===== src/design/tcpu_pkg.sv =====
// Shared constants for the triple countdown timer block
package tcpu_pkg;
  localparam int COUNT_WIDTH = 32;
  localparam int PRESCALE_WIDTH = 16;
  localparam int NUM_TIMERS = 3;
  localparam int NUM_SOURCES = 3;
  localparam logic [31:0] COUNT_RESET = 32'hffffffff;
  localparam logic [15:0] PRESCALE_RESET = 16'h0000;
  localparam logic [31:0] COUNT_ZERO = 32'h00000000;
  localparam logic [31:0] COUNT_ONE = 32'h00000001;
  localparam logic [15:0] PRESCALE_ZERO = 16'h0000;
  localparam logic [15:0] PRESCALE_ONE = 16'h0001;
  // Timer 2 count clock selection codes
  localparam logic [1:0] SEL_SYSTEM_CLOCK = 2'h0;
  localparam logic [1:0] SEL_OSC_ONE = 2'h1;
  localparam logic [1:0] SEL_OSC_TWO = 2'h2;
  localparam logic [1:0] SEL_EXTERNAL = 2'h3;
  // Indices of the synchronised clock sources
  localparam int SRC_OSC_ONE = 0;
  localparam int SRC_OSC_TWO = 1;
  localparam int SRC_EXTERNAL = 2;
  localparam int TIMER_PIE = 0;
  localparam int TIMER_LINE13 = 1;
  localparam int TIMER_LINE14 = 2;
endpackage : tcpu_pkg


===== src/design/tcpu_timer_unit.sv =====
// One 32-bit countdown timer with 16-bit prescaler and auto reload
`timescale 1ns/1ps
`default_nettype none
module tcpu_timer_unit (
  // Clock and reset
  input  wire logic        clk,
  input  wire logic        reset,
  // Count enable and settings
  input  wire logic        tick,
  input  wire logic [31:0] period,
  input  wire logic [15:0] prescale,
  // State and zero event
  output var  logic [31:0] count_reg,
  output var  logic        zero_reg
);
  logic [31:0] count_next;
  logic [15:0] pre_reg;
  logic [15:0] pre_next;
  logic        zero_next;
  wire         pre_done;
  wire         step;
  wire         at_zero;

  // Counter moves once every prescale+1 ticks
  assign pre_done = (pre_reg == tcpu_pkg::PRESCALE_ZERO);
  assign step = tick && pre_done;
  assign at_zero = (count_reg == tcpu_pkg::COUNT_ZERO);
  assign pre_next = !tick ? pre_reg :
                    pre_done ? prescale : pre_reg - tcpu_pkg::PRESCALE_ONE;
  assign count_next = !step ? count_reg :
                      at_zero ? period : count_reg - tcpu_pkg::COUNT_ONE;
  assign zero_next = step && at_zero;

  always_ff @(posedge clk) begin
    if (reset) begin
      // Reset presets the counter so the first zero comes after one period
      count_reg <= period;
      pre_reg <= tcpu_pkg::PRESCALE_RESET;
      zero_reg <= 1'b0;
    end else begin
      count_reg <= count_next;
      pre_reg <= pre_next;
      zero_reg <= zero_next;
    end
  end
endmodule : tcpu_timer_unit
`default_nettype wire


===== src/design/tcpu_timers.sv =====
// Three countdown timers with interrupt routing and timer 2 clock selection
`timescale 1ns/1ps
`default_nettype none
module tcpu_timers (
  // Clock and reset
  input  wire logic        clk,
  input  wire logic        reset,
  // Timer settings
  input  wire logic [31:0] period_0,
  input  wire logic [31:0] period_1,
  input  wire logic [31:0] period_2,
  input  wire logic [15:0] prescale_0,
  input  wire logic [15:0] prescale_1,
  input  wire logic [15:0] prescale_2,
  input  wire logic        line13_enable,
  // Timer 2 clock sources and selection
  input  wire logic [1:0]  timer2_clock_select,
  input  wire logic        internal_oscillator_one,
  input  wire logic        internal_oscillator_two,
  input  wire logic        external_clock,
  // Counter values
  output var  logic [31:0] count_0,
  output var  logic [31:0] count_1,
  output var  logic [31:0] count_2,
  // Interrupt requests
  output var  logic        peripheral_interrupt_expander_req,
  output var  logic        core_irq_line_13,
  output var  logic        core_irq_line_14
);
  logic [2:0]  src_async;
  logic [2:0]  sync1_reg;
  logic [2:0]  sync2_reg;
  logic [2:0]  prev_reg;
  logic [2:0]  src_rise;
  logic [2:0]  tick;
  logic [2:0]  zero;
  logic [31:0] period [3];
  logic [15:0] prescale [3];
  logic [31:0] count [3];
  logic        timer2_tick;
  logic        pie_next;
  logic        line13_next;
  logic        line14_next;

  assign src_async[tcpu_pkg::SRC_OSC_ONE] = internal_oscillator_one;
  assign src_async[tcpu_pkg::SRC_OSC_TWO] = internal_oscillator_two;
  assign src_async[tcpu_pkg::SRC_EXTERNAL] = external_clock;

  // Outside clocks pass two flops, then rising edges become ticks
  genvar s;
  generate
    for (s = 0; s < tcpu_pkg::NUM_SOURCES; s++) begin : g_sync
      always_ff @(posedge clk) begin
        if (reset) begin
          sync1_reg[s] <= 1'b0;
          sync2_reg[s] <= 1'b0;
          prev_reg[s] <= 1'b0;
        end else begin
          sync1_reg[s] <= src_async[s];
          sync2_reg[s] <= sync1_reg[s];
          prev_reg[s] <= sync2_reg[s];
        end
      end
      assign src_rise[s] = sync2_reg[s] && !prev_reg[s];
    end
  endgenerate

  // Core clock is the source for select code SEL_SYSTEM_CLOCK (0); the select input has no reset value
  assign timer2_tick =
      (timer2_clock_select == tcpu_pkg::SEL_OSC_ONE) ? src_rise[tcpu_pkg::SRC_OSC_ONE] :
      (timer2_clock_select == tcpu_pkg::SEL_OSC_TWO) ? src_rise[tcpu_pkg::SRC_OSC_TWO] :
      (timer2_clock_select == tcpu_pkg::SEL_EXTERNAL) ? src_rise[tcpu_pkg::SRC_EXTERNAL] :
      1'b1;

  assign tick[tcpu_pkg::TIMER_PIE] = 1'b1;
  assign tick[tcpu_pkg::TIMER_LINE13] = 1'b1;
  assign tick[tcpu_pkg::TIMER_LINE14] = timer2_tick;

  assign period[0] = period_0;
  assign period[1] = period_1;
  assign period[2] = period_2;
  assign prescale[0] = prescale_0;
  assign prescale[1] = prescale_1;
  assign prescale[2] = prescale_2;

  genvar t;
  generate
    for (t = 0; t < tcpu_pkg::NUM_TIMERS; t++) begin : g_timer
      tcpu_timer_unit u_timer (
        .clk       (clk),
        .reset     (reset),
        .tick      (tick[t]),
        .period    (period[t]),
        .prescale  (prescale[t]),
        .count_reg (count[t]),
        .zero_reg  (zero[t])
      );
    end
  endgenerate

  assign count_0 = count[0];
  assign count_1 = count[1];
  assign count_2 = count[2];

  // Interrupt routing
  assign pie_next = zero[tcpu_pkg::TIMER_PIE];
  assign line13_next = zero[tcpu_pkg::TIMER_LINE13] && line13_enable;
  assign line14_next = zero[tcpu_pkg::TIMER_LINE14];

  always_ff @(posedge clk) begin
    if (reset) begin
      peripheral_interrupt_expander_req <= 1'b0;
      core_irq_line_13 <= 1'b0;
      core_irq_line_14 <= 1'b0;
    end else begin
      peripheral_interrupt_expander_req <= pie_next;
      core_irq_line_13 <= line13_next;
      core_irq_line_14 <= line14_next;
    end
  end

  // Each source passes both stages and makes single ticks
  generate
    for (s = 0; s < tcpu_pkg::NUM_SOURCES; s++) begin : g_sync_chk

    end
  endgenerate
endmodule : tcpu_timers
`default_nettype wire


===== config.mk =====
export PLATFORM = sky130hd
export DESIGN_NAME = tcpu_timers
export DESIGN_NICKNAME = d
export VERILOG_FILES = /design/src/design/tcpu_pkg.sv /design/src/design/tcpu_timer_unit.sv /design/src/design/tcpu_timers.sv
export SDC_FILE = /design/constraint.sdc
export NUM_CORES = 1
export LEC_CHECK = 0
export BUFFER_PORTS_ARGS = -buffer_cell sky130_fd_sc_hd__buf_2
export CAP_MARGIN = 20
export CORE_MARGIN = 4
export CORE_UTILIZATION = 48
export DETAILED_ROUTE_END_ITERATION = 12
export GPL_TIMING_DRIVEN = 1
export PLACE_DENSITY = 0.76
export SYNTH_ARGS = -nofsm -noshare
export SYNTH_HDL_FRONTEND = slang
export SYNTH_SLANG_ARGS = --single-unit
export TNS_END_PERCENT = 1

===== constraint.sdc =====
create_clock -name clk -period 2.92 [get_ports clk]
set_clock_uncertainty 0.2 [all_clocks]
set_input_delay 0.292 -clock clk [delete_from_list [all_inputs] [get_ports clk]]
set_output_delay 0.292 -clock clk [all_outputs]
set_load 0.02 [all_outputs]

==> results of run 1 <==
-- where the power goes --
group	switching, mW	total, mW	leakage (nW)	internal (mW)
registers	0.603	3.64	1.44	3.04
logic	2.17	3.88	2.98	1.71
clock network	0.921	2.11	0.283	1.18
total	3.69	9.63	4.71	5.93
-- layer usage --
layer	vias up	GRT usage	share of wire
met4	2	0.0847	0.024
met1	4097	0.314	0.43
met5	-	0	0.00028
met3	46	0.0476	0.057
li1	4246	-	-
met2	292	0.406	0.49
-- final cells by class --
type / instances / share of cell area
Timing Repair Buffer: 393 / 0.218
Antenna cell: 1 / 0.000205
Clock inverter: 12 / 0.00666
Tap cell: 229 / 0.0234
Multi-Input combinational cell: 730 / 0.367
Clock buffer: 20 / 0.0391
Sequential cell: 159 / 0.339
Inverter: 22 / 0.00676
-- per-stage QoR --
stage / cell area (µm²) / worst slack, ps
global route: 12200 / 0.588
CTS: 12200 / 85.6
floorplan: 8860 / -46.0
detailed placement: 10700 / 100
finish: 12200 / 82.9
global placement: 10700 / 150
-- worst max-delay path, stage by stage, from the launching register on --
cell and delay (ps):
edfxtp_1 390, or4_4 560, or4_1 450, o41a_4 570
buf_4 210, nor2_1 140, a21oi_1 60
-- repair_timing --
item | CTS | global route
gates resized for setup | 0 | 2
endpoints found under the hold margin | 97 | 2
hold buffers | 97 | 2
endpoints found under the setup margin | 0 | 29
-- worst max-delay path by stage --
stage                                                             to  slack (ps)
after global routing      g_timer[0].u_timer.count_reg[23]$_DFFE_PP_         0.6
after global placement    g_timer[0].u_timer.count_reg[23]$_DFFE_PP_         150
after detailed placement  g_timer[0].u_timer.count_reg[23]$_DFFE_PP_         100
final                     g_timer[0].u_timer.count_reg[23]$_DFFE_PP_          80
after CTS                 g_timer[0].u_timer.count_reg[23]$_DFFE_PP_          90
after floorplan           g_timer[0].u_timer.count_reg[10]$_DFFE_PP_         -50
-- cell usage in the layout (no fill, tap or decap), types with 5 or more instances in the layout --
cell type      instances
a211oi_1              28
a21oi_1               97
a311oi_1               6
a31oi_1               10
and4_1                 5
buf_12                 7
buf_2                250
buf_4                 37
clkbuf_16             18
dfxtp_1               63
dlygate4sd3_1         99
edfxtp_1              96
ha_1                  12
inv_1                 23
nand2_1               44
nand2b_1               5
nand3_1               18
nand3b_1               5
nand4_1                8
nand4b_1               5
nor2_1               167
nor2b_1               19
nor3_1                43
nor3b_1                7
nor4_1                31
nor4b_1                5
o21ai_0               11
o22ai_1                5
o31ai_1                7
o41ai_1                6
or3_1                 17
or4_1                 19
xnor2_1               61
xor2_1                41
-- kinds of logic (layout without fill, tap and decap cells) --
group	after synthesis	count (layout)	synth area share
AO/OA/AOI/OAI	191	191	0.134
XOR/XNOR	102	102	0.101
adder cells (fa/ha/maj)	12	12	0.0169
buffers and inverters	67	447	0.0321
flip-flops	159	159	0.468
multiplexers	6	6	0.00734
other	0	1	0
AND/OR/NAND/NOR	419	419	0.241
==> flow_metrics.tcl, run 1 <==
set metrics [dict create \
    status "completed" \
    post_cts_buffers 0 \
    yosysWarnings 0 \
    reg2reg_slack_ps 80 \
    synthTopCellsByCount "nor2_1 (167), a21oi_1 (97), edfxtp_1 (96), dfxtp_1 (63), xnor2_1 (61)" \
    hpwl_um 17300 \
    placed_cells 1434 \
    pin_count 251 \
    final-setup-viol-count 0 \
    critical_path_arrival_ps 2810 \
    numCtsBuffers 17 \
    die-area_um2 20700 \
    synthCells 956 \
    path_max_fanout 13 \
    drv_cap 0 \
    multiInputGateArea_um2 4490 \
    grt_use_total 0.242 \
    hold_violations 0 \
    slew_headroom 0.538 \
    cts_tree "done" \
    hp-start "period_0[21]" \
    grt_pass1_vias 8499 \
    crit_required_ps 2890 \
    synth_edf_count 96 \
    irDropWorstVdd_uv 422 \
    area_growth_pct 38.0 \
    power_mw 9.63 \
    final_antenna_net_count 0 \
    grt_overflow 0 \
    syn_area_um2 8860 \
    ys_seq_elements 159 \
    root_buffer "clkbuf_16" \
    yosysTopAreaCellShare 0.325 \
    core_area_um2 18100 \
    clock_path_buffers 2 \
    yosys_most_used_dff "edfxtp_1" \
    post_drt_wl_per_cell_um 16.2 \
    r2r_cells 6 \
    tns_ps 0 \
    die_w_um 144 \
    async_reset_ff_frac 0 \
    worstReg2RegStart "g_timer[0].u_timer.count_reg[18]$_DFFE_PP_" \
    fin_crit_sh 0.972 \
    timing.hold.ws_ps 9.45 \
    cts_max_level 4 \
    worstReg2RegEnd "g_timer[0].u_timer.count_reg[23]$_DFFE_PP_" \
    ys_types 60 \
    seq_area_frac_synth 0.468 \
    largest_register_ffs 96 \
    stdcell_count 1566 \
    p_leak_nw 4.71 \
    port_buffers 250 \
    grt_pass1_wl_um 40800 \
    critical_path_class "reg2reg" \
    rows 49 \
    max_freq_ghz 0.352 \
    vias_per_cell 5.54 \
    grt_max_degree 49 \
    worstHoldPathType "in2reg" \
    cp-end-kind "register" \
    p_per_area_nw_per_um2 788 \
    fin_util 0.676 \
    yosys-top-cells-area "edfxtp_1 (33%), dfxtp_1 (14%), nor2_1 (7.1%)" \
    num-fill-cells 1408 \
    start_util 0.490 \
    final_layout_size_suffix_gt1_frac 0.257 \
    yosys.area.top_type "edfxtp_1" \
    vias 8683 \
    drt_pass1_iterations 5 \
    wl_um 25400 \
    path_clk_slew_ps 70 \
    hold_depth 3 \
    yosysMostFrequentCell "nor2_1" \
    antenna_found_initial 2 \
    die_h_um 144 \
    drtIter0Drc 554 \
    start_kind "register" \
    place.gp.congestion 0.842 \
    drc 0 \
    min_to "g_timer[0].u_timer.count_reg[21]$_DFFE_PP_" \
    synth_nets 1120 \
    crit_start "g_timer[0].u_timer.count_reg[18]$_DFFE_PP_" \
    finalMaxSlewViolations 0 \
    worst_pin_slew_ps 683 \
    rsz0062_at_grt "no" \
    cts.sinks 159 \
    min_period_ps 2840 \
    clock_latency_ps 420 \
    syn_avg_cell_area_um2 9.27 \
    fin_nets 1487 \
    seq_area_um2 4140 \
]
(Power assumes the default switching activity.)
==> inputs of run 2 (changes only) <==
--- a/config.mk
+++ b/config.mk
@@ -12,6 +12,7 @@
 export DETAILED_ROUTE_END_ITERATION = 12
 export GPL_TIMING_DRIVEN = 1
 export PLACE_DENSITY = 0.76
+export RECOVER_POWER = 100
 export SYNTH_ARGS = -nofsm -noshare
 export SYNTH_HDL_FRONTEND = slang
 export SYNTH_SLANG_ARGS = --single-unit
==> constraint.sdc (replaced) <==
create_clock -name clk -period 2.92 [get_ports clk]
set_clock_uncertainty 0.2 [all_clocks]
set_input_delay 0.438 -clock clk [delete_from_list [all_inputs] [get_ports clk]]
set_output_delay 0.438 -clock clk [all_outputs]
set_load 0.02 [all_outputs]
==> run 2 against run 1 <==
  * Register-to-register slack better by 50 ps
  * Wire length down 6.5%
  * Cell count decreased by 6.3%
  * Utilization fell by 6.1 points
  * Largest power group unchanged
  * Largest cell class unchanged
  * Design area fell by 9.0%
  * Flip-flop and latch count unchanged
  * Critical path depth is 3 higher
  * Setup slack improved by 48 ps
  * Sequential power about the same
  * Global-route usage is 1.6 points lower
==> flow_metrics.tcl, run 2 (same netlist as run 1, synthesis figures left out) <==
set metrics [dict create \
    die-area_um2 20700 \
    vias_per_cell 5.53 \
    critical_path_arrival_ps 2750 \
    cp-end-kind "register" \
    grt_overflow 0 \
    grt_pass1_vias 7771 \
    grt_max_degree 49 \
    drc 0 \
    start_kind "register" \
    fin_crit_sh 0.955 \
    final_cell_mix "nor2_1 (167), buf_2 (154), clkbuf_1 (101), a21oi_1 (97), edfxtp_1 (96)" \
    hold_violations 0 \
    cts_tree "done" \
    irDropWorstVdd_uv 418 \
    area_growth_pct 25.5 \
    crit_chain "inv_1 > ha_1 > or4b_2 > nor4_2 > buf_4 > a31oi_4 > buf_12 > nor2_1 > a21oi_1" \
    p_leak_nw 4.03 \
    path_clk_slew_ps 70 \
    antenna_found_initial 3 \
    drv_cap 0 \
    worst_pin_slew_ps 932 \
    final_antenna_net_count 0 \
    root_buffer "clkbuf_16" \
    core_area_um2 18100 \
    critPathBufInv 3 \
    cts-hold-fix-buffers 0 \
    die_w_um 144 \
    crit_required_ps 2880 \
    drt_pass1_iterations 5 \
    design_area_um2 11100 \
    wl_um 23700 \
    cts_resized 0 \
    stdcell_count 1468 \
    status "completed" \
    die_h_um 144 \
    min_period_ps 2790 \
    path_max_fanout 18 \
    layout_commonest_cell "nor2_1" \
    grt_pass1_wl_um 37700 \
    final-setup-viol-count 0 \
    cpPeakStageDelay_ps 630 \
    fin_util 0.615 \
    start_util 0.490 \
    max_freq_ghz 0.359 \
    placed_cells 1433 \
    vias 8121 \
    clock_latency_ps 420 \
    slew_headroom 0.378 \
    cts.sinks 159 \
    cts_max_level 4 \
    place.gp.congestion 0.858 \
    critical_path_class "reg2reg" \
    worstHoldPathType "in2reg" \
    port_buffers 250 \
    drtIter0Drc 451 \
    post_drt_wl_per_cell_um 16.2 \
    fin_nets 1387 \
    final_layout_size_suffix_gt1_frac 0.197 \
    clock_path_buffers 2 \
    largest_register_ffs 96 \
    rows 49 \
    post_cts_buffers 0 \
    numCtsBuffers 17 \
    grt_use_total 0.226 \
    critical_path.top_delay_family "simple AND/OR/NAND/NOR gates" \
    p_per_area_nw_per_um2 864 \
    finalMaxSlewViolations 0 \
    hpwl_um 17300 \
    place_area_um2 10600 \
    critical_path.slowest_cell "or4b_2" \
    pin_count 251 \
]
-- run 2: cell count changes in the layout (fill, tap and decap cells not counted), sizes merged --
| cell | delta |
|---|---|
| clkinvlp | -1 |
| clkinv | -5 |
| bufinv | +1 |
| dlygate4sd3 | -99 |
| inv | +2 |
| diode | +2 |
| buf | -104 |
| clkbuf | +106 |
-- run 2: power breakdown --
group	leakage (nW)	switching, mW	internal [mW]	total, mW
clock	0.306	0.938	1.36	2.29
sequential	1.44	0.599	3.04	3.64
combinational	2.29	2.15	1.52	3.67
total	4.03	3.69	5.92	9.61
-- run 2: layout make-up --
cell class                 instances  area (µm²)
multi-input combinational        730        4480
clock inverter                     9        88.8
tap                              229         287
antenna                            3        7.51
clock buffer                      23         520
fill                            1628        6970
timing repair buffer             293        1510
sequential                       159        4140
inverter                          22        82.6
-- run 2: final timing paths --
kind | slack [ps] | endpoint | startpoint | cells past startpoint
max reg2reg | 130 | g_timer[2].u_timer.count_reg[19]$_DFFE_PP_ | g_timer[2].u_timer.count_reg[0]$_DFFE_PP_ | 9
min reg2reg | 230 | core_irq_line_14$_SDFF_PP0_ | g_timer[2].u_timer.zero_reg$_SDFF_PP0_ | 1
max | 130 | g_timer[2].u_timer.count_reg[19]$_DFFE_PP_ | g_timer[2].u_timer.count_reg[0]$_DFFE_PP_ | 9
min | 40 | sync1_reg[1]$_SDFF_PP0_ | internal_oscillator_two | 2
-- run 2: layer usage --
metal  wire (µm)  vias to the layer above  track usage
met2       11500                      274        0.370
met4         398                        2       0.0664
met1       10300                     3771        0.300
met5          13                        -            0
li1            -                     4050            -
met3        1470                       24       0.0519
-- run 2: worst reg2reg max path: stages (launching register included) --
cell and delay (ps):
edfxtp_1 390, inv_1 110, ha_1 150, or4b_2 630, nor4_2 290, buf_4 160
a31oi_4 190, buf_12 230, nor2_1 120, a21oi_1 60
-- run 2: per-stage QoR --
step,hold slack (ps),worst slack (ps),TNS (ps),power [mW]
global route,44.9,-17.0,-52.3,10.3
detailed placement,222,75.2,0,7.37
global placement,218,144,0,7.27
floorplan,214,-46.0,-903,6.19
finish,41.6,131,0,9.61
CTS,19.6,56.6,0,9.71
==> inputs of run 3 (changes only) <==
--- a/config.mk
+++ b/config.mk
@@ -5,13 +5,14 @@
 export SDC_FILE = /design/constraint.sdc
 export NUM_CORES = 1
 export LEC_CHECK = 0
+export ABC_AREA = 1
 export BUFFER_PORTS_ARGS = -buffer_cell sky130_fd_sc_hd__buf_2
 export CAP_MARGIN = 20
 export CORE_MARGIN = 4
-export CORE_UTILIZATION = 48
+export CORE_UTILIZATION = 50
 export DETAILED_ROUTE_END_ITERATION = 12
 export GPL_TIMING_DRIVEN = 1
-export PLACE_DENSITY = 0.76
+export PLACE_DENSITY = 0.77
 export RECOVER_POWER = 100
 export SYNTH_ARGS = -nofsm -noshare
 export SYNTH_HDL_FRONTEND = slang
==> run 3 against run 2 <==
  * Die area is 13% higher
  * Clock power hardly changed
  * Worst hold slack worse by 32 ps
  * Power is 3.4% higher
  * Wire length is 24% higher
  * Combinational power is 10% higher
  * Setup slack better by 330 ps
  * First-iteration DRC count is 89% higher
  * Critical endpoint is now g_timer[0].u_timer.count_reg[26]$_DFFE_PP_
  * Largest power group unchanged
  * Highest routed layer is now met4
==> flow_metrics.tcl, run 3 <==
set metrics [dict create \
    synthTopCellsByCount "nand2_1 (474), nor2_1 (356), inv_1 (208), edfxtp_1 (96), nand3_1 (74)" \
    tns_ps 0 \
    final_cell_mix "nand2_1 (474), nor2_1 (360), inv_1 (209), buf_2 (150), clkbuf_1 (101)" \
    fin_crit_sh 0.842 \
    yosys.area.top_type "edfxtp_1" \
    comb_power_share 0.407 \
    start_kind "register" \
    cp-end-kind "register" \
    slew_headroom 0.251 \
    largest_register_ffs 96 \
    yosysTopAreaCellShare 0.276 \
    cts.sinks 159 \
    seq_area_um2 4140 \
    root_buffer "clkbuf_16" \
    r2r_cells 9 \
    p_leak_nw 5.70 \
    drt_pass1_iterations 6 \
    design_area_um2 12500 \
    yosysMostFrequentCell "nand2_1" \
    layout_commonest_cell "nand2_1" \
    p_per_area_nw_per_um2 796 \
    yosys-top-cells-area "edfxtp_1 (28%), nand2_1 (17%), nor2_1 (13%)" \
    use_met2 0.422 \
    num-fill-cells 1997 \
    cts_resized 0 \
    crit_start "g_timer[0].u_timer.count_reg[0]$_DFFE_PP_" \
    final-setup-viol-count 0 \
    yosysWarnings 0 \
    switching_share 0.423 \
    post_cts_buffers 0 \
    critical_path_arrival_ps 2430 \
    port_buffers 250 \
    worstReg2RegStart "g_timer[0].u_timer.count_reg[0]$_DFFE_PP_" \
    path_clk_slew_ps 70 \
    vias 10600 \
    place.gp.congestion 0.985 \
    post_drt_wl_per_cell_um 13.9 \
    pin_count 251 \
    switchingPower_mw 4.20 \
    top_usage_layer "met2" \
    worst_pin_slew_ps 1120 \
    die_h_um 153 \
    grt_max_degree 44 \
    die-area_um2 23300 \
    cts_tree "done" \
    grt_pass1_wl_um 47900 \
    min_period_ps 2460 \
    worstReg2RegEnd "g_timer[0].u_timer.count_reg[26]$_DFFE_PP_" \
    max_freq_ghz 0.407 \
    antenna_found_initial 1 \
    synthCells 1569 \
    yosys_most_used_dff "edfxtp_1" \
    place_area_um2 12000 \
    power.internal_mw 5.73 \
    synth_nets 1733 \
    power_frac_seq 0.365 \
    clkPwrFrac 0.228 \
    ys_seq_elements 159 \
    crit_required_ps 2890 \
    power_mw 9.94 \
    numCtsBuffers 17 \
    vias_per_cell 5.01 \
    reg2reg_slack_ps 460 \
    syn_area_um2 10500 \
    status "completed" \
    fin_nets 1991 \
    grt_use_total 0.245 \
    start_util 0.512 \
    grtUsageMet1 0.312 \
    drv_cap 0 \
    clock_latency_ps 430 \
    cts_max_level 4 \
    drc 0 \
    final_layout_size_suffix_gt1_frac 0.118 \
    path_max_fanout 6 \
    synth_edf_count 96 \
    hpwl_um 22500 \
    rsz0062_at_grt "no" \
    worstHoldPathType "in2reg" \
    async_reset_ff_frac 0 \
    area_growth_pct 19.4 \
    core_area_um2 20400 \
    endpoint "g_timer[0].u_timer.count_reg[26]$_DFFE_PP_" \
    use_met3 0.0477 \
    die_w_um 153 \
    drtIter0Drc 851 \
    final_antenna_net_count 0 \
    finalMaxSlewViolations 0 \
    seq_area_frac_synth 0.396 \
    critical_path_class "reg2reg" \
    rows 52 \
    irDropWorstVdd_uv 472 \
    clock_path_buffers 2 \
    hold_violations 0 \
    ys_types 31 \
    multiInputGateArea_um2 5320 \
    syn_avg_cell_area_um2 6.67 \
    grt_overflow 0 \
    wl_um 29400 \
    grt_pass1_vias 10100 \
]
-- run 3: metal layers --
layer / part of all wire / wire, µm
met2: 0.48 / 14200
met5: 0 / 0
met3: 0.072 / 2130
met4: 0.020 / 583
met1: 0.42 / 12400
-- run 3: timing repair --
item                                    in CTS  in global routing
endpoints found under the setup margin       0                  0
hold endpoints to repair                     6                  1
hold buffers                                 6                  1
-- run 3: logic make-up after synthesis --
| kind of cell | after synthesis | share of synthesized area |
|---|---|---|
| buffers and inverters | 239 | 0.0928 |
| AND/OR/NAND/NOR | 969 | 0.375 |
| XOR/XNOR | 81 | 0.0678 |
| adder cells (fa/ha/maj) | 12 | 0.0144 |
| flip-flops | 159 | 0.396 |
| AO/OA/AOI/OAI | 109 | 0.0540 |
-- run 3: how the worst min path moves through the flow --
stage,from,end,slack (ps),depth (start not counted)
6_report,prescale_1[12],g_timer[1].u_timer.pre_reg[12]$_SDFF_PP0_,10,3
3_5_place_dp,sync1_reg[2]$_SDFF_PP0_,sync2_reg[2]$_SDFF_PP0_,200,2
2_1_floorplan,g_timer[2].u_timer.zero_reg$_SDFF_PP0_,core_irq_line_14$_SDFF_PP0_,190,2
5_1_grt,prescale_0[11],g_timer[0].u_timer.pre_reg[11]$_SDFF_PP0_,8,3
3_3_place_gp,sync1_reg[0]$_SDFF_PP0_,sync2_reg[0]$_SDFF_PP0_,190,2
4_1_cts,prescale_1[12],g_timer[1].u_timer.pre_reg[12]$_SDFF_PP0_,0.2,3
-- run 3: layout make-up --
type	count	area share
antenna	1	0.000200
clock buffer	24	0.0435
clock inverter	8	0.00501
inverter	210	0.0631
multi-input combinational	1171	0.426
sequential	159	0.332
tap	270	0.0271
timing repair buffer	268	0.104
-- run 3: power by group through the flow --
| stage | clock, mW | sequential (mW) | combinational [mW] |
|---|---|---|---|
| 6_report | 2.27 | 3.62 | 4.05 |
| 5_1_grt | 2.40 | 3.70 | 4.61 |
| 4_1_cts | 2.29 | 3.61 | 4.14 |
| 3_5_place_dp | 0 | 3.64 | 4.10 |
| 3_3_place_gp | 0 | 3.64 | 4.03 |
| 2_1_floorplan | 0 | 3.81 | 2.80 |
-- run 3: through the flow --
stage          worst slack, ps  utilization  cells  hold WS (ps)
2_1_floorplan              465            -   1569           188
3_3_place_gp               636        0.586   2071           194
3_5_place_dp               613        0.586   2071           195
4_1_cts                    603        0.619   2109         0.220
5_1_grt                    220        0.611   2111          8.35
6_report                   461        0.611   2111          9.88
-- run 3: worst max-delay path, cell delays in order (launching register included) --
cell and delay (ps):
edfxtp_1 430, inv_1 150, ha_1 270, nand2_1 130
nor2_1 380, nand2_1 200, o21ai_0 210, nand2_1 100
nor2_1 100, nor2_1 50
